File: src/common/hsdc_pkg.sv
package hsdc_pkg;
  // ==========================================================
  // Register byte addresses (offsets x4)
  localparam logic [4:0] HSDC_IDX_DATA = 5'h00;
  localparam logic [4:0] HSDC_IDX_CFG  = 5'h01;
  localparam logic [4:0] HSDC_IDX_TEST = 5'h02;
  localparam logic [4:0] HSDC_IDX_IEN  = 5'h06;
  localparam logic [4:0] HSDC_IDX_FLG  = 5'h07;
  localparam logic [7:0] HSDC_ADDR_DATA = {1'b0, HSDC_IDX_DATA, 2'b00};
  localparam logic [7:0] HSDC_ADDR_CFG  = {1'b0, HSDC_IDX_CFG, 2'b00};
  localparam logic [7:0] HSDC_ADDR_TEST = {1'b0, HSDC_IDX_TEST, 2'b00};
  localparam logic [7:0] HSDC_ADDR_IEN  = {1'b0, HSDC_IDX_IEN, 2'b00};
  localparam logic [7:0] HSDC_ADDR_FLG  = {1'b0, HSDC_IDX_FLG, 2'b00};
  // ==========================================================
  // Field positions
  localparam int HSDC_POS_EN   = 0;
  localparam int HSDC_POS_MASK = 4;
  localparam int HSDC_POS_IEN  = 7;
  localparam int HSDC_NDRV     = 2;
  // ==========================================================
  // Reset values
  localparam logic [1:0] HSDC_RST_DRV  = 2'h0;
  localparam logic [7:0] HSDC_RST_TEST = 8'h00;
  // ==========================================================
  // Timing
  localparam int HSDC_CLK_MHZ       = 100;
  localparam int HSDC_MASK_TIME_NS  = 1000;
  localparam int HSDC_MASK_CYCLES   = (HSDC_MASK_TIME_NS * HSDC_CLK_MHZ) / 1000;
  localparam logic [1:0] HSDC_RESP_OKAY   = 2'h0;
  localparam logic [1:0] HSDC_RESP_SLVERR = 2'h2;

  typedef struct packed {
    logic [1:0] drv_on;
    logic [1:0] drv_en;
  } hsdc_drive_t;
endpackage

File: src/hw/hsdc_top.sv
// Decided for this implementation: the register addresses and the AXI4-Lite interface to the registers.
`timescale 1ns/1ps
module hsdc_top
  import hsdc_pkg::*;
#(
  parameter int MASK_CYCLES = HSDC_MASK_CYCLES
) (
  input  wire logic               aclk,
  input  wire logic               aresetn,
  input  wire logic [7:0]         s_axi_awaddr,
  input  wire logic               s_axi_awvalid,
  output logic                    s_axi_awready,
  input  wire logic [31:0]        s_axi_wdata,
  input  wire logic [3:0]         s_axi_wstrb,
  input  wire logic               s_axi_wvalid,
  output logic                    s_axi_wready,
  output logic [1:0]              s_axi_bresp,
  output logic                    s_axi_bvalid,
  input  wire logic               s_axi_bready,
  input  wire logic [7:0]         s_axi_araddr,
  input  wire logic               s_axi_arvalid,
  output logic                    s_axi_arready,
  output logic [31:0]             s_axi_rdata,
  output logic [1:0]              s_axi_rresp,
  output logic                    s_axi_rvalid,
  input  wire logic               s_axi_rready,
  input  wire logic [1:0]         src_sel_alt,
  input  wire logic [1:0]         alt_drive,
  input  wire logic [1:0]         overcurrent_det,
  input  wire logic               stop_mode,
  input  wire logic               special_mode,
  output hsdc_pkg::hsdc_drive_t   drive_out,
  output logic                    driver_module_irq
);
  import hsdc_pkg::*;

  localparam int CW = $clog2(MASK_CYCLES + 1);

  // ==========================================================
  // Register state
  logic [1:0]  driver_data_bit_ff;
  logic [1:0]  driver_enable_ff;
  logic [1:0]  overcurrent_mask_en_ff;
  logic        overcurrent_irq_en_ff;
  logic [1:0]  overcurrent_flag_ff;
  logic [7:0]  factory_test_ff;
  logic [1:0]  oc_sync1_ff;
  logic [1:0]  oc_sync2_ff;
  logic        stop_d_ff;
  logic [1:0]  cmd_d_ff;
  logic [CW-1:0] mask_cnt_ff [HSDC_NDRV];
  logic [1:0]  in_window;
  logic [1:0]  drv_cmd;
  logic [1:0]  oc_event;

  // ==========================================================
  // AXI4-Lite write channel
  logic        aw_held_ff;
  logic        w_held_ff;
  logic [7:0]  awaddr_ff;
  logic [31:0] wdata_ff;
  logic [3:0]  wstrb_ff;
  logic        wr_do;
  logic        wr_hit;

  // Address and data held until the response; either may come first
  assign s_axi_awready = !aw_held_ff && !s_axi_bvalid;
  assign s_axi_wready  = !w_held_ff && !s_axi_bvalid;
  assign wr_do = aw_held_ff && w_held_ff && !s_axi_bvalid;
  assign wr_hit = (awaddr_ff == HSDC_ADDR_DATA) || (awaddr_ff == HSDC_ADDR_CFG) ||
                  (awaddr_ff == HSDC_ADDR_TEST) || (awaddr_ff == HSDC_ADDR_IEN) ||
                  (awaddr_ff == HSDC_ADDR_FLG);

  always_ff @(posedge aclk) begin
    if (!aresetn) begin
      aw_held_ff   <= 1'b0;
      w_held_ff    <= 1'b0;
      awaddr_ff    <= 8'h00;
      wdata_ff     <= 32'h0;
      wstrb_ff     <= 4'h0;
      s_axi_bvalid <= 1'b0;
      s_axi_bresp  <= HSDC_RESP_OKAY;
    end else begin
      if (s_axi_awvalid && s_axi_awready) begin
        aw_held_ff <= 1'b1;
        awaddr_ff  <= {s_axi_awaddr[7:2], 2'b00};
      end
      if (s_axi_wvalid && s_axi_wready) begin
        w_held_ff <= 1'b1;
        wdata_ff  <= s_axi_wdata;
        wstrb_ff  <= s_axi_wstrb;
      end
      if (wr_do) begin
        aw_held_ff   <= 1'b0;
        w_held_ff    <= 1'b0;
        s_axi_bvalid <= 1'b1;
        s_axi_bresp  <= wr_hit ? HSDC_RESP_OKAY : HSDC_RESP_SLVERR;
      end else if (s_axi_bvalid && s_axi_bready) begin
        s_axi_bvalid <= 1'b0;
      end
    end
  end

  logic wr_lane0;
  assign wr_lane0 = wr_do && wstrb_ff[0];

  // ==========================================================
  // Control registers
  logic stop_entry;
  assign stop_entry = stop_mode && !stop_d_ff;

  always_ff @(posedge aclk) begin
    if (!aresetn) begin
      stop_d_ff <= 1'b0;
    end else begin
      stop_d_ff <= stop_mode;
    end
  end

  always_ff @(posedge aclk) begin
    if (!aresetn) begin
      driver_data_bit_ff <= HSDC_RST_DRV;
    end else if (stop_entry) begin
      driver_data_bit_ff <= 2'b00;
    end else if (wr_lane0 && awaddr_ff == HSDC_ADDR_DATA) begin
      driver_data_bit_ff <= wdata_ff[1:0];
    end
  end

  always_ff @(posedge aclk) begin
    if (!aresetn) begin
      driver_enable_ff       <= HSDC_RST_DRV;
      overcurrent_mask_en_ff <= HSDC_RST_DRV;
    end else if (wr_lane0 && awaddr_ff == HSDC_ADDR_CFG) begin
      driver_enable_ff <= wdata_ff[HSDC_POS_EN +: 2];
      // Lock uses the old enable, so one write may set enable and mask together
      for (int i = 0; i < HSDC_NDRV; i++) begin
        if (!driver_enable_ff[i]) begin
          overcurrent_mask_en_ff[i] <= wdata_ff[HSDC_POS_MASK + i];
        end
      end
    end
  end

  always_ff @(posedge aclk) begin
    if (!aresetn) begin
      overcurrent_irq_en_ff <= 1'b0;
    end else if (wr_lane0 && awaddr_ff == HSDC_ADDR_IEN) begin
      overcurrent_irq_en_ff <= wdata_ff[HSDC_POS_IEN];
    end
  end

  always_ff @(posedge aclk) begin
    if (!aresetn) begin
      factory_test_ff <= HSDC_RST_TEST;
    end else if (wr_lane0 && awaddr_ff == HSDC_ADDR_TEST && special_mode) begin
      factory_test_ff <= wdata_ff[7:0];
    end
  end

  // ==========================================================
  // Over-current path, one instance per driver
  // Detect pins are asynchronous; only the second flop feeds logic
  always_ff @(posedge aclk) begin
    if (!aresetn) begin
      oc_sync1_ff <= 2'b00;
      oc_sync2_ff <= 2'b00;
      cmd_d_ff    <= 2'b00;
    end else begin
      oc_sync1_ff <= overcurrent_det;
      oc_sync2_ff <= oc_sync1_ff;
      cmd_d_ff    <= drv_cmd;
    end
  end

  for (genvar g = 0; g < HSDC_NDRV; g++) begin : g_drv
    // Source select: routed timer/PWM or data bit
    assign drv_cmd[g] = src_sel_alt[g] ? alt_drive[g] : driver_data_bit_ff[g];
    assign in_window[g] = overcurrent_mask_en_ff[g] && (mask_cnt_ff[g] != '0);
    assign oc_event[g] = oc_sync2_ff[g] && !in_window[g];

    // Window restarts on each off-to-on edge of the command while the driver is enabled
    always_ff @(posedge aclk) begin
      if (!aresetn) begin
        mask_cnt_ff[g] <= '0;
      end else if (drv_cmd[g] && !cmd_d_ff[g] && driver_enable_ff[g]) begin
        mask_cnt_ff[g] <= CW'(MASK_CYCLES);
      end else if (mask_cnt_ff[g] != '0) begin
        mask_cnt_ff[g] <= mask_cnt_ff[g] - 1'b1;
      end
    end

    // Set wins over a same-cycle clear; stop mode never touches it
    always_ff @(posedge aclk) begin
      if (!aresetn) begin
        overcurrent_flag_ff[g] <= 1'b0;
      end else if (oc_event[g]) begin
        overcurrent_flag_ff[g] <= 1'b1;
      end else if (wr_lane0 && awaddr_ff == HSDC_ADDR_FLG && wdata_ff[g]) begin
        overcurrent_flag_ff[g] <= 1'b0;
      end
    end
  end

  // ==========================================================
  // Outputs to the analog stage
  always_ff @(posedge aclk) begin
    if (!aresetn) begin
      drive_out <= '0;
    end else begin
      drive_out.drv_en <= driver_enable_ff;
      drive_out.drv_on <= drv_cmd & driver_enable_ff & ~overcurrent_flag_ff;
    end
  end

  // Registered so the request cannot glitch across stop transitions
  always_ff @(posedge aclk) begin
    if (!aresetn) begin
      driver_module_irq <= 1'b0;
    end else begin
      driver_module_irq <= overcurrent_irq_en_ff && (|overcurrent_flag_ff)
                           && !stop_mode;
    end
  end

  // ==========================================================
  // AXI4-Lite read channel
  logic [31:0] rd_mux;
  logic        rd_hit;
  logic [1:0]  data_view;

  assign data_view = (driver_enable_ff & drv_cmd) |
                     (~driver_enable_ff & driver_data_bit_ff);
  // Read data captured at the address handshake: a live source is a snapshot
  assign s_axi_arready = !s_axi_rvalid;

  always_comb begin
    rd_mux = 32'h0;
    rd_hit = 1'b1;
    unique case ({s_axi_araddr[7:2], 2'b00})
      HSDC_ADDR_DATA: rd_mux[1:0] = data_view;
      HSDC_ADDR_CFG: begin
        rd_mux[HSDC_POS_EN +: 2]   = driver_enable_ff;
        rd_mux[HSDC_POS_MASK +: 2] = overcurrent_mask_en_ff;
      end
      HSDC_ADDR_TEST: rd_mux[7:0] = factory_test_ff;
      HSDC_ADDR_IEN: rd_mux[HSDC_POS_IEN] = overcurrent_irq_en_ff;
      HSDC_ADDR_FLG: rd_mux[1:0] = overcurrent_flag_ff;
      default: rd_hit = 1'b0;
    endcase
  end

  always_ff @(posedge aclk) begin
    if (!aresetn) begin
      s_axi_rvalid <= 1'b0;
      s_axi_rdata  <= 32'h0;
      s_axi_rresp  <= HSDC_RESP_OKAY;
    end else if (s_axi_arvalid && s_axi_arready) begin
      s_axi_rvalid <= 1'b1;
      s_axi_rdata  <= rd_mux;
      s_axi_rresp  <= rd_hit ? HSDC_RESP_OKAY : HSDC_RESP_SLVERR;
    end else if (s_axi_rvalid && s_axi_rready) begin
      s_axi_rvalid <= 1'b0;
    end
  end

  // ==========================================================
  // Assertions
  a_flag_sticky: assert property (@(posedge aclk) disable iff (!aresetn)
    overcurrent_flag_ff[0] && !(wr_lane0 && awaddr_ff == HSDC_ADDR_FLG && wdata_ff[0])
    |=> overcurrent_flag_ff[0]) else $error("flag dropped without clear");
  a_flag_sets: assert property (@(posedge aclk) disable iff (!aresetn)
    oc_sync2_ff[1] && !in_window[1] |=> overcurrent_flag_ff[1])
    else $error("flag not set on over-current");
  a_shutdown_off: assert property (@(posedge aclk) disable iff (!aresetn)
    overcurrent_flag_ff[0] |=> !drive_out.drv_on[0]) else $error("driver on with flag");
  a_return_src: assert property (@(posedge aclk) disable iff (!aresetn)
    !overcurrent_flag_ff[1] && driver_enable_ff[1]
    |=> drive_out.drv_on[1] == $past(drv_cmd[1])) else $error("source not restored");
  a_clear_w1c: assert property (@(posedge aclk) disable iff (!aresetn)
    wr_lane0 && awaddr_ff == HSDC_ADDR_FLG && !wdata_ff[0] && overcurrent_flag_ff[0]
    |=> overcurrent_flag_ff[0]) else $error("write zero cleared flag");
  a_irq_gate: assert property (@(posedge aclk) disable iff (!aresetn)
    !overcurrent_irq_en_ff |=> !driver_module_irq) else $error("irq while disabled");
  a_irq_stop: assert property (@(posedge aclk) disable iff (!aresetn)
    stop_mode |=> !driver_module_irq) else $error("irq in stop mode");
  a_mask_lock: assert property (@(posedge aclk) disable iff (!aresetn)
    driver_enable_ff[0] |=> $stable(overcurrent_mask_en_ff[0]))
    else $error("mask bit changed while enabled");
  a_mask_window: assert property (@(posedge aclk) disable iff (!aresetn)
    in_window[0] && !overcurrent_flag_ff[0] |=> !overcurrent_flag_ff[0])
    else $error("flag set inside mask window");
  a_test_lock: assert property (@(posedge aclk) disable iff (!aresetn)
    !special_mode |=> $stable(factory_test_ff)) else $error("test reg written");
  a_stop_clear: assert property (@(posedge aclk) disable iff (!aresetn)
    stop_mode && !stop_d_ff |=> driver_data_bit_ff == 2'b00) else $error("data kept in stop");
  a_flag_hold_one: assert property (@(posedge aclk) disable iff (!aresetn)
    overcurrent_flag_ff[1] && !(wr_lane0 && awaddr_ff == HSDC_ADDR_FLG && wdata_ff[1])
    |=> overcurrent_flag_ff[1]) else $error("flag one dropped without clear");
  a_shutdown_one: assert property (@(posedge aclk) disable iff (!aresetn)
    overcurrent_flag_ff[1] |=> !drive_out.drv_on[1]) else $error("driver one on with flag");
  a_irq_merge: assert property (@(posedge aclk) disable iff (!aresetn)
    overcurrent_irq_en_ff && overcurrent_flag_ff[1] && !stop_mode |=> driver_module_irq)
    else $error("flag one not on shared irq");
  a_window_one: assert property (@(posedge aclk) disable iff (!aresetn)
    in_window[1] && !overcurrent_flag_ff[1] |=> !overcurrent_flag_ff[1])
    else $error("flag one set inside mask window");
  a_flag_stop: assert property (@(posedge aclk) disable iff (!aresetn)
    (stop_mode != stop_d_ff) && !oc_event[0]
    && !(wr_lane0 && awaddr_ff == HSDC_ADDR_FLG && wdata_ff[0])
    |=> $stable(overcurrent_flag_ff[0])) else $error("stop change moved flag");
  a_src_select: assert property (@(posedge aclk) disable iff (!aresetn)
    src_sel_alt[1] && driver_enable_ff[1] && !overcurrent_flag_ff[1]
    |=> drive_out.drv_on[1] == $past(alt_drive[1])) else $error("routed source not used");
  a_enable_out: assert property (@(posedge aclk) disable iff (!aresetn)
    1'b1 |=> drive_out.drv_en == $past(driver_enable_ff)) else $error("bias enable lost");
  a_data_view: assert property (@(posedge aclk) disable iff (!aresetn)
    s_axi_arvalid && s_axi_arready && {s_axi_araddr[7:2], 2'b00} == HSDC_ADDR_DATA
    && !driver_enable_ff[0] |=> s_axi_rdata[0] == $past(driver_data_bit_ff[0]))
    else $error("stored data bit not read back");
  a_sync_path: assert property (@(posedge aclk) disable iff (!aresetn)
    !oc_sync2_ff[0] && !overcurrent_flag_ff[0] |=> !overcurrent_flag_ff[0])
    else $error("flag set before detect synchronised");
  // ==========================================================
  // Reset check has no disable so it sees the reset edge itself
  a_reset_clear: assert property (@(posedge aclk)
    !aresetn |=> overcurrent_flag_ff == 2'b00 && !overcurrent_irq_en_ff
    && !driver_module_irq && drive_out == '0) else $error("reset left state behind");
endmodule

File: config.mk
export PLATFORM = sky130hd
export DESIGN_NAME = hsdc_top
export DESIGN_NICKNAME = d
export VERILOG_FILES = /design/src/common/hsdc_pkg.sv /design/src/hw/hsdc_top.sv
export SDC_FILE = /design/constraint.sdc
export NUM_CORES = 1
export LEC_CHECK = 0
export BUFFER_PORTS_ARGS = -buffer_cell sky130_fd_sc_hd__buf_2
export CAP_MARGIN = 20
export CORE_MARGIN = 8
export CORE_UTILIZATION = 30
export CTS_CLUSTER_SIZE = 24
export DETAILED_ROUTE_END_ITERATION = 10
export PLACE_DENSITY = 0.57
export RECOVER_POWER = 100
export SLEW_MARGIN = 15
export SYNTH_ARGS = -nofsm -noshare
export SYNTH_HDL_FRONTEND = slang
export SYNTH_SLANG_ARGS = --single-unit
File: constraint.sdc
create_clock -name aclk -period 2.59 [get_ports aclk]
set_input_delay 0.1295 -clock aclk [delete_from_list [all_inputs] [get_ports aclk]]
set_output_delay 0.1295 -clock aclk [all_outputs]
set_load 0.05 [all_outputs]
---- Word level (Yosys, flattened, before mapping) ----
Memory sizes are Yosys's and may differ from the RTL's.
Index checks and enable logic that the tools add are counted.
storage, ports and cells
  bits in registers ....................... 60
  memory bits (writable) .................. 14
  input bits .............................. 67
  output and inout bits ................... 46
  word-level logic and storage cells ...... 143
  memories ................................ 1
cells by class
  add/subtract/negate cells ............... 2
  equality and inequality tests ........... 8
  mux-type cells .......................... 37
  bitwise operators ....................... 13
  reduce and logical (&&, ||, !) cells .... 57
memories
  name         depth  width  read ports  clocked after memory_dff  wr ports  RTL line        RTL
  mask_cnt_ff  2      7      2           0                         2         hsdc_top.sv:51  logic [CW-1:0] mask_cnt_ff [HSDC_NDRV];
operator list
  cell                 number
  $logic_and 1x1->1    29
  $mux 7               4
  $mux 1               27
  $eq 6x3->1 const B   4
  $reduce_bool 7->1    2
  $sub 7x1->7 const B  2
  $eq 6x1->1 const B   2
  $eq 6x2->1 const B   2
  $logic_not 1->1      10
  $logic_not 8->1      1
  $pmux 2 s4           1
  $reduce_bool 2->1    4
  $and 2x2->2          3
  $logic_not 6->1      1
  $mux 2               3
  $reduce_or 2->1      3
  $reduce_or 5->1      1
  $logic_or 1x1->1     4
  $not 2->2            2
  $or 1x1->1           4
  $pmux 2 s2           1
  $reduce_and 2->1     2
  $not 1->1            3
  $or 2x2->2           1
  $pmux 1 s2           1

---- Logic depth before layout (Yosys ltp) ----
Gate-level depths: netlist of the first run.
  word-level depth ........................ 8
  depth in mapped cells ................... 6

---- Worst setup path after synthesis of the first run ----
OpenSTA, ideal clock, no wires.
  path kind ............................... register -> register
  start ................................... register s_axi_bvalid
  end ..................................... register awaddr_ff[2]
  library setup time ...................... 128 ps
  arrival time ............................ 2,031 ps
  slack ................................... 432 ps
  stages on the path, launching flop included .. 6
  path buffers ............................ 1
  period minus slack after synthesis ...... 2,158 ps
  cells stage by stage .................... dfxtp_1 nor2_1 and2_1 clkbuf_1 mux2i_1 nor2_1
on the way
  longest elaborated chain between the ends .. 3
RTL lines
  element                   RTL line        RTL
  start: declaration        hsdc_top.sv:18  output logic s_axi_bvalid,
  start signal: assignment  hsdc_top.sv:81  s_axi_bvalid <= 1'b0;
  start signal: assignment  hsdc_top.sv:96  s_axi_bvalid <= 1'b1;
  start signal: assignment  hsdc_top.sv:99  s_axi_bvalid <= 1'b0;
  $logic_not 1->1           hsdc_top.sv:67  assign s_axi_awready = !aw_held_ff && !s_axi_bvalid;
  $logic_and 1x1->1         hsdc_top.sv:67
  via s_axi_awready         hsdc_top.sv:12  output logic s_axi_awready,
  $logic_and 1x1->1         hsdc_top.sv:84  if (s_axi_awvalid && s_axi_awready) begin
  end signal: assignment    hsdc_top.sv:86  awaddr_ff <= {s_axi_awaddr[7:2], 2'b00};
  end: declaration          hsdc_top.sv:60  logic [7:0] awaddr_ff;
The timed path passes the listed nets, and every way through them passes these cells.
A chain may end at the register's enable or synchronous reset.

==> results of run 1 <==
## area by class of cell
type	instances	area (µm²)
Fill cell	1105	6620
Sequential cell	72	1580
Multi-Input combinational cell	248	1370
Timing Repair Buffer	62	303
Clock buffer	14	173
Tap cell	136	170
Inverter	13	48.8
Clock inverter	2	11.3
## synth_stat cells, drive strengths merged (6+ instances only)
cell / count
o21ai: 19
nor2: 30
inv: 13
dfxtp: 58
nor3: 6
nand2: 51
mux2i: 11
and2: 7
nand3: 19
buf: 31
a21oi: 27
edfxtp: 14
or3: 6
clkbuf: 7
## state kept, by name, indices dropped and copies added (netlist names), 2 cells and up
name                    count
awaddr_ff                   6
cmd_d_ff                    2
drive_out                   4
driver_data_bit_ff          2
driver_enable_ff            2
factory_test_ff             8
mask_cnt_ff                14
oc_sync1_ff                 2
oc_sync2_ff                 2
overcurrent_flag_ff         2
overcurrent_mask_en_ff      2
s_axi_rdata                 8
wdata_ff                    8
## cells by family (layout without fill, tap and decap cells)
kind of cell | count (synthesis) | after routing | share of synthesized area
adders and majority gates | 2 | 2 | 0.00789
and+or+nand+nor | 137 | 137 | 0.221
other | 1 | 26 | 0.00118
buffers and inverters | 51 | 91 | 0.0943
DFF | 72 | 72 | 0.499
AOI/OAI and AO/OA | 64 | 64 | 0.120
muxes | 11 | 11 | 0.0347
xor gates and xnor gates | 8 | 8 | 0.0221
## cells in the final DEF, fill, tap and decap left out, types with 3 or more instances in the layout
master,count
nor2_1,30
inv_1,13
or4_1,3
a21oi_1,27
o21ai_0,17
xor2_1,5
mux2i_1,11
nand2_1,51
buf_2,33
a31oi_1,3
conb_1,26
dlygate4sd3_1,4
or3_1,6
clkbuf_8,12
edfxtp_1,14
nor3_1,6
nand3_1,17
xnor2_1,3
dfxtp_1,58
and2_1,5
clkbuf_1,26
## routing by layer
| layer | vias up | track usage | share of wire | wire (µm) |
|---|---|---|---|---|
| met2 | 57 | 0.171 | 0.47 | 3450 |
| met1 | 1108 | 0.126 | 0.47 | 3490 |
| li1 | 1266 | - | - | - |
| met3 | 11 | 0.0331 | 0.041 | 299 |
| met5 | - | 0 | 0 | 0 |
| met4 | 0 | 0.0443 | 0.018 | 131 |
## through the flow
stage               area (µm²)  utilization  setup WS [ps]
floorplan                 3270            -            432
global placement          3480        0.339            328
detailed placement        3480        0.339            275
CTS                       3710        0.361            250
global route              3650        0.355            101
finish                    3650        0.355            254
## critical path: stages, from the launching register on
cell	delay (ps)
edfxtp_1	420
inv_1	80
ha_1	170
or3b_2	500
or4_4	470
inv_1	70
nand3_1	270
## power by group
group          switching, mW  internal (mW)
registers             0.0944           1.32
logic                  0.419          0.233
clock network          0.400          0.427
total                  0.913           1.98
## path summary, 6_finish.rpt
path                                         from                 to  slack (ps)
worst min-delay path              s_axi_awaddr[7]       awaddr_ff[7]          20
worst max-delay path            mask_cnt_ff[1][0]  mask_cnt_ff[1][4]         250
worst min register to register     s_axi_rdata[3]     s_axi_rdata[3]         450
worst max register to register  mask_cnt_ff[1][0]  mask_cnt_ff[1][4]         250
## what timing repair did
| item | 4_1_cts | 5_1_grt |
|---|---|---|
| hold buffers | 4 | 0 |
| setup endpoints to repair | 0 | 0 |
| endpoints found under the hold margin | 4 | 0 |
==> flow_metrics.env, run 1 <==
export IMPL_outcome="finished clean"
export IMPL_place_inst=527
export IMPL_initial_antenna_violation_count=0
export IMPL_worstHoldPathCells=3
export IMPL_timing_critical_path_fanout_max=7
export IMPL_clk_pin_slew_worst_paths_ps=70
export IMPL_core_rowCount=37
export IMPL_maxClockFrequency_mhz=428
export IMPL_worst_r2r_path_cells=6
export IMPL_period_needed_ps=2340
export IMPL_finalHoldViolations=0
export IMPL_totalWireLength_um=7370
export IMPL_synth_cell_type_count=47
export IMPL_post_synth_top_area_fraction=0.366
export IMPL_post_cts_setup_buffers=0
export IMPL_synth_seq_area_share=0.499
export IMPL_grt_start_max_net_pins=33
export IMPL_first_iter_violations=100
export IMPL_rsz_0062_raised_after_global_routing="false"
export IMPL_buffer_ports_inserted=55
export IMPL_netlist_area_um2=3170
export IMPL_drive_above_1_share=0.148
export IMPL_fin_worst_skew_ps=4.48
export IMPL_total_congestion_overflow=0
export IMPL_cap_violations=0
export IMPL_async_reset_ff_frac=0
export IMPL_critPathCaptureType="flip-flop"
export IMPL_gpl_final_weighted_congestion=0.743
export IMPL_worst_setup_path_start_kind="flip-flop"
export IMPL_normalized_max_slew_margin=0.134
export IMPL_grt_total_usage=0.105
export IMPL_detailed_place_hpwl_um=5520
export IMPL_die_y_um=119
export IMPL_synthesis_yosys_warnings=0
export IMPL_finalMaxSlewViolations=0
export IMPL_first_pass_grt_wire_length_um=12100
export IMPL_antenna_cells=0
export IMPL_syn_area_per_cell_um2=9.17
export IMPL_synth_top_cells_by_area="dfxtp_1 (37%), edfxtp_1 (13%), buf_4 (6.2%), nand2_1 (6.0%), a21oi_1 (4.3%)"
export IMPL_cts_buffers_inserted=9
export IMPL_drtAntennaViolNets=0
export IMPL_nNetsFinal=475
export IMPL_setup_tns_ps=0
export IMPL_worst_ep_required_time_ps=2570
export IMPL_synth_enable_flop_cells=14
export IMPL_die_width_um=119
export IMPL_detail_route_first_pass_iterations=4
export IMPL_core_area_um2=10300
export IMPL_detailroute_via_count=2442
export IMPL_fin_crit_sh=0.902
export IMPL_totalPowerFinal_mw=2.89
export IMPL_post_synth_inst_count=346
export IMPL_yosysTopAreaCell="dfxtp_1"
export IMPL_leakage_nw=1.46
export IMPL_detail_route_drc_violations=0
export IMPL_synth_flop_cell="dfxtp_1"
export IMPL_full_die_area_um2=14100
export IMPL_tightestPinTransition_ps=1300
export IMPL_finalSetupViolCount=0
export IMPL_cts_sinks=72
export IMPL_clk_latency_ps=340
export IMPL_detail_route_wl_per_cell_um=13.5
export IMPL_power_density_nw_per_um2=791
export IMPL_clock_tree_root_cell="clkbuf_8"
export IMPL_grt_pass1_vias=2466
export IMPL_hold_class="primary input to flip-flop"
export IMPL_syn2layout_area_growth_pct=15.2
export IMPL_timing_critical_path_arrival_ps=2320
export IMPL_initial_core_util=0.309
export IMPL_critPathKind="flip-flop to flip-flop"
export IMPL_io_pins=113
export IMPL_final_hold_worst_slack_ps=21.5
export IMPL_synth_ff_latch_count=72
export IMPL_clk_path_buf_depth=2
export IMPL_post_drt_via_cell_ratio=4.46
export IMPL_vdd_ir_drop_max_mv=0.204
export IMPL_cts_tree="built"
export IMPL_final_cells=547
export IMPL_clock_tree_htree_level_count=3
export IMPL_postCtsResizedCells=0
No activity file was read; power rests on OpenSTA's default activity.
==> run 2: changes to the inputs <==
Settings changed: GPL_ROUTABILITY_DRIVEN set to 0, PLACE_DENSITY 0.57 to 0.49.
==> run 2 against run 1 <==
  * Non-clock buffer count is the same
  * Design area is 1.3% lower
  * Wire length fell by 1.1%
  * First-iteration DRC count decreased by 17%
  * Sequential cell count stayed put
  * Combinational power decreased by 2%
  * Total power decreased by 3.1%
  * Critical path depth unchanged
  * Hold slack about the same
  * Critical path type unchanged
  * Critical endpoint unchanged
  * Largest cell class unchanged
==> flow_metrics.env, run 2 (synthesized netlist as in run 1, its figures left out) <==
export IMPL_detailed_place_hpwl_um=5340
export IMPL_rsz_0062_raised_after_global_routing="false"
export IMPL_detail_route_drc_violations=0
export IMPL_io_pins=113
export IMPL_grt_total_usage=0.106
export IMPL_first_iter_violations=83
export IMPL_largest_register_ff_count=14
export IMPL_cap_violations=0
export IMPL_outcome="finished clean"
export IMPL_detail_route_first_pass_iterations=4
export IMPL_vdd_ir_drop_max_mv=0.234
export IMPL_tightestPinTransition_ps=1360
export IMPL_normalized_max_slew_margin=0.0933
export IMPL_post_cts_setup_buffers=0
export IMPL_cts_sinks=72
export IMPL_clk_path_buf_depth=2
export IMPL_die_width_um=119
export IMPL_cts_tree="built"
export IMPL_clock_tree_htree_level_count=3
export IMPL_critPathCaptureType="flip-flop"
export IMPL_register_area_um2=1580
export IMPL_filler_cell_count=1102
export IMPL_power_density_nw_per_um2=777
export IMPL_worst_ep_required_time_ps=2570
export IMPL_clk_pin_slew_worst_paths_ps=80
export IMPL_crit_path_max_incr_delay_ps=520
export IMPL_timing_hold_worst_start="s_axi_awaddr[2]"
export IMPL_initial_core_util=0.309
export IMPL_timing_critical_path_fanout_max=7
export IMPL_core_rowCount=37
export IMPL_die_y_um=119
export IMPL_antenna_cells=0
export IMPL_power_share_sequential=0.502
export IMPL_p_comb_frac=0.227
export IMPL_drive_above_1_share=0.141
export IMPL_register_to_register_setup_slack_ps=230
export IMPL_finalSetupViolCount=0
export IMPL_worst_r2r_path_cells=6
export IMPL_finalMaxSlewViolations=0
export IMPL_postCtsResizedCells=0
export IMPL_drtAntennaViolNets=0
export IMPL_setup_worst_path_end="mask_cnt_ff[1][4]"
export IMPL_fin_crit_sh=0.911
export IMPL_buffer_ports_inserted=55
export IMPL_post_drt_via_cell_ratio=4.46
export IMPL_full_die_area_um2=14100
export IMPL_syn2layout_area_growth_pct=13.6
export IMPL_setup_tns_ps=0
export IMPL_critPathKind="flip-flop to flip-flop"
export IMPL_detail_route_wl_per_cell_um=13.3
export IMPL_timing_rr_start="mask_cnt_ff[1][0]"
export IMPL_nNetsFinal=475
export IMPL_fin_worst_skew_ps=10.2
export IMPL_place_inst=527
export IMPL_grt_pass1_vias=2515
export IMPL_path_common_cell="inv_1"
export IMPL_timing_critical_path_arrival_ps=2340
export IMPL_core_area_um2=10300
export IMPL_most_common_layout_cells="dfxtp_1 (58), nand2_1 (51), buf_2 (33), nor2_1 (30)"
export IMPL_crit_path_cell_trace="inv_1, ha_1, or3b_2, or4_1, inv_1, nand3_1"
export IMPL_regToRegEndpoint="mask_cnt_ff[1][4]"
export IMPL_totalWireLength_um=7290
export IMPL_final_cells=547
export IMPL_placement_setup_worst_slack_ps=289
export IMPL_layout_cells_most_common="dfxtp_1"
export IMPL_grt_start_max_net_pins=34
export IMPL_finalHoldViolations=0
export IMPL_initial_antenna_violation_count=0
export IMPL_post_cts_hold_buffer_count=4
export IMPL_multi_input_comb_area_um2=1350
export IMPL_cell_at_the_slowest_stage_of_the_critical_path="or4_1"
export IMPL_postLayoutSetupSlackWorst_ps=229
export IMPL_first_pass_grt_wire_length_um=12100
export IMPL_cp_startpoint="mask_cnt_ff[1][0]"
export IMPL_total_congestion_overflow=0
export IMPL_detailroute_via_count=2442
export IMPL_postLayoutCoreUtil=0.351
export IMPL_pwr_share_clk=0.271
export IMPL_worst_setup_path_start_kind="flip-flop"
export IMPL_maxClockFrequency_mhz=424
export IMPL_internal_power_mw=1.88
export IMPL_clock_tree_root_cell="clkbuf_8"
export IMPL_registers_top_by_ff_count="mask_cnt_ff"
export IMPL_cts_buffers_inserted=9
export IMPL_hold_class="primary input to flip-flop"
export IMPL_clk_latency_ps=340
export IMPL_p_sw_frac=0.327
export IMPL_leakage_nw=1.44
export IMPL_p_switching_mw=0.915
export IMPL_period_needed_ps=2360
## run 2: changes by cell type in the layout (fill, tap and decap cells not counted), moves of 2 or more
cell / previous run / this run
clkinv_2: 1 / 3
and2_0: 2 / 4
clkbuf_8: 12 / 9
and2_1: 5 / 3
## run 2: power groups by stage
| stage | registers, mW | clock network, mW | logic [mW] |
|---|---|---|---|
| 6_report | 1.41 | 0.759 | 0.636 |
| 5_1_grt | 1.43 | 0.843 | 0.714 |
| 4_1_cts | 1.41 | 0.784 | 0.664 |
| 3_5_place_dp | 1.43 | 0 | 0.655 |
| 3_3_place_gp | 1.43 | 0 | 0.645 |
| 2_1_floorplan | 1.44 | 0 | 0.534 |
## run 2: critical path: cells and delay by family (launching register included)
| family | cells | cell delay, ps |
|---|---|---|
| and+or+nand+nor | 3 | 1280 |
| DFF | 1 | 400 |
| buffers and inverters | 2 | 160 |
| adders and majority gates | 1 | 160 |
## run 2: area by class of cell
cell class	instances	area share
Timing Repair Buffer	62	0.0840
Inverter	13	0.0135
Clock inverter	4	0.00590
Tap cell	136	0.0472
Clock buffer	12	0.0375
Sequential cell	72	0.439
Multi-Input combinational cell	248	0.373
## run 2: worst min path at each step
| stage | cells past startpoint | slack (ps) | endpoint |
|---|---|---|---|
| floorplan | 1 | 210 | driver_module_irq |
| global placement | 2 | 320 | s_axi_rvalid |
| detailed placement | 2 | 320 | s_axi_rvalid |
| CTS | 3 | 9 | awaddr_ff[4] |
| global route | 3 | 30 | wdata_ff[7] |
| finish | 3 | 20 | awaddr_ff[2] |
## run 2: per-layer routing
metal	part of all wire	global-route usage	vias up	routed length (µm)
li1	-	-	1273	-
met1	0.49	0.133	1107	3570
met2	0.45	0.167	54	3310
met3	0.040	0.0307	8	295
met4	0.015	0.0427	0	111
met5	0	0	-	0
## run 2: per-stage QoR
stage	power, mW	hold WS (ps)	cell area, µm²
3_3_place_gp	2.08	317	3480
3_5_place_dp	2.09	322	3480
4_1_cts	2.86	9.27	3680
5_1_grt	2.98	26.3	3600
2_1_floorplan	1.98	208	3270
6_report	2.80	21.5	3600
==> run 3: changes to the inputs <==
Settings changed: PLACE_DENSITY 0.49 to unset, PLACE_DENSITY_LB_ADDON set to 0.3.
==> run 3 against run 2 <==
  * Cell count fell by 0.18%
  * Core utilization rose by 0.35 points
  * Total power rose by 3.5%
  * Clock skew fell by 3.1 ps
  * Critical path type unchanged
==> flow_metrics.env, run 3 (synthesized netlist as in run 1, its figures left out) <==
export IMPL_clock_tree_htree_level_count=3
export IMPL_cts_buffers_inserted=9
export IMPL_leakage_nw=1.45
export IMPL_totalWireLength_um=7320
export IMPL_nNetsFinal=474
export IMPL_normalized_max_slew_margin=0.304
export IMPL_hold_class="primary input to flip-flop"
export IMPL_die_width_um=119
export IMPL_pwr_share_clk=0.288
export IMPL_finalMaxSlewViolations=0
export IMPL_timing_critical_path_fanout_max=7
export IMPL_cell_at_the_slowest_stage_of_the_critical_path="or3b_2"
export IMPL_setup_tns_ps=0
export IMPL_p_switching_mw=0.944
export IMPL_critPathCaptureType="flip-flop"
export IMPL_worst_setup_path_start_kind="flip-flop"
export IMPL_detail_route_drc_violations=0
export IMPL_finalHoldViolations=0
export IMPL_placement_setup_worst_slack_ps=265
export IMPL_timing_critical_path_arrival_ps=2300
export IMPL_p_sw_frac=0.326
export IMPL_core_rowCount=37
export IMPL_clk_latency_ps=340
export IMPL_rsz_0062_raised_after_global_routing="false"
export IMPL_maxClockFrequency_mhz=428
export IMPL_post_cts_setup_buffers=0
export IMPL_finalSetupViolCount=0
export IMPL_power_density_nw_per_um2=796
export IMPL_buffer_ports_inserted=55
export IMPL_critPathKind="flip-flop to flip-flop"
export IMPL_grt_pass1_vias=2491
export IMPL_tightestPinTransition_ps=1040
export IMPL_place_area_um2=3480
export IMPL_die_y_um=119
export IMPL_postLayoutSetupSlackWorst_ps=252
export IMPL_drive_above_1_share=0.151
export IMPL_crit_path_max_incr_delay_ps=500
export IMPL_fin_crit_sh=0.903
export IMPL_post_drt_via_cell_ratio=4.46
export IMPL_total_congestion_overflow=0
export IMPL_largest_register_ff_count=14
export IMPL_fin_worst_skew_ps=7.06
export IMPL_cap_violations=0
export IMPL_detailroute_via_count=2434
export IMPL_p_comb_frac=0.226
export IMPL_core_area_um2=10300
export IMPL_crit_path_cell_trace="inv_1, ha_1, or3b_2, or4_4, inv_1, nand3_1"
export IMPL_initial_antenna_violation_count=0
export IMPL_syn2layout_area_growth_pct=14.8
export IMPL_clk_pin_slew_worst_paths_ps=80
export IMPL_clock_tree_root_cell="clkbuf_8"
export IMPL_antenna_cells=0
export IMPL_first_iter_violations=85
export IMPL_first_pass_grt_wire_length_um=12400
export IMPL_path_common_cell="inv_1"
export IMPL_crit_buf_inv=2
export IMPL_layout_cells_most_common="dfxtp_1"
export IMPL_postCtsResizedCells=0
export IMPL_initial_core_util=0.309
export IMPL_detailed_place_hpwl_um=5600
export IMPL_detail_route_first_pass_iterations=4
export IMPL_vdd_ir_drop_max_mv=0.260
export IMPL_cts_tree="built"
export IMPL_full_die_area_um2=14100
export IMPL_clk_path_buf_depth=2
export IMPL_io_pins=113
export IMPL_worst_ep_required_time_ps=2550
export IMPL_drtAntennaViolNets=0
export IMPL_power_share_sequential=0.485
export IMPL_outcome="finished clean"
export IMPL_cts_sinks=72
export IMPL_final_cell_area_um2=3640
export IMPL_most_common_layout_cells="dfxtp_1 (58), nand2_1 (51), buf_2 (34), nor2_1 (30), a21oi_1 (27)"
export IMPL_detail_route_wl_per_cell_um=13.4
export IMPL_largest_delay_contributor_family_on_the_critical_path="simple AND/OR/NAND/NOR gates"
export IMPL_internal_power_mw=1.95
export IMPL_post_cts_hold_buffer_count=3
export IMPL_period_needed_ps=2340
export IMPL_grt_total_usage=0.107
export IMPL_grt_start_max_net_pins=29
export IMPL_registers_top_by_ff_count="mask_cnt_ff"
[run 3: worst register-to-register path: stages, from the launching register on]
cell	delay (ps)
edfxtp_1	410
inv_1	80
ha_1	180
or3b_2	500
or4_4	470
inv_1	70
nand3_1	250
[run 3: path summary, 6_finish.rpt]
path / startpoint / endpoint / slack (ps) / cells past startpoint
min: s_axi_awaddr[7] / awaddr_ff[7] / 30 / 3
min reg2reg: oc_sync1_ff[1] / oc_sync2_ff[1] / 450 / 1
max reg2reg: mask_cnt_ff[1][0] / mask_cnt_ff[1][0] / 250 / 6
max: mask_cnt_ff[1][0] / mask_cnt_ff[1][0] / 250 / 6
[run 3: layout make-up]
cell class                 instances  area, µm²
clock buffer                      10        149
clock inverter                     6       38.8
fill                            1107       6640
inverter                          13       48.8
multi-input combinational        248       1360
sequential                        72       1580
tap                              136        170
timing repair buffer              61        294
[run 3: power groups by stage]
stage	Sequential, mW	Clock [mW]	Combinational [mW]
floorplan	1.44	0	0.534
detailed placement	1.44	0	0.663
finish	1.41	0.836	0.656
global placement	1.43	0	0.643
global route	1.43	0.914	0.737
CTS	1.41	0.865	0.673
[run 3: metrics by stage]
stage / utilization / power (mW) / std cells / hold slack [ps]
after floorplan: - / 1.98 / 371 / 208
after global placement: 0.339 / 2.07 / 527 / 317
after detailed placement: 0.339 / 2.10 / 527 / 323
after CTS: 0.360 / 2.95 / 546 / 9.09
after global routing: 0.354 / 3.08 / 546 / 4.57
final: 0.354 / 2.90 / 546 / 25.5
[run 3: per-layer routing]
layer	vias up	GRT usage	part of all wire
li1	1266	-	-
met4	0	0.0372	0.014
met3	8	0.0350	0.043
met5	-	0	0
met2	54	0.175	0.47
met1	1106	0.130	0.48
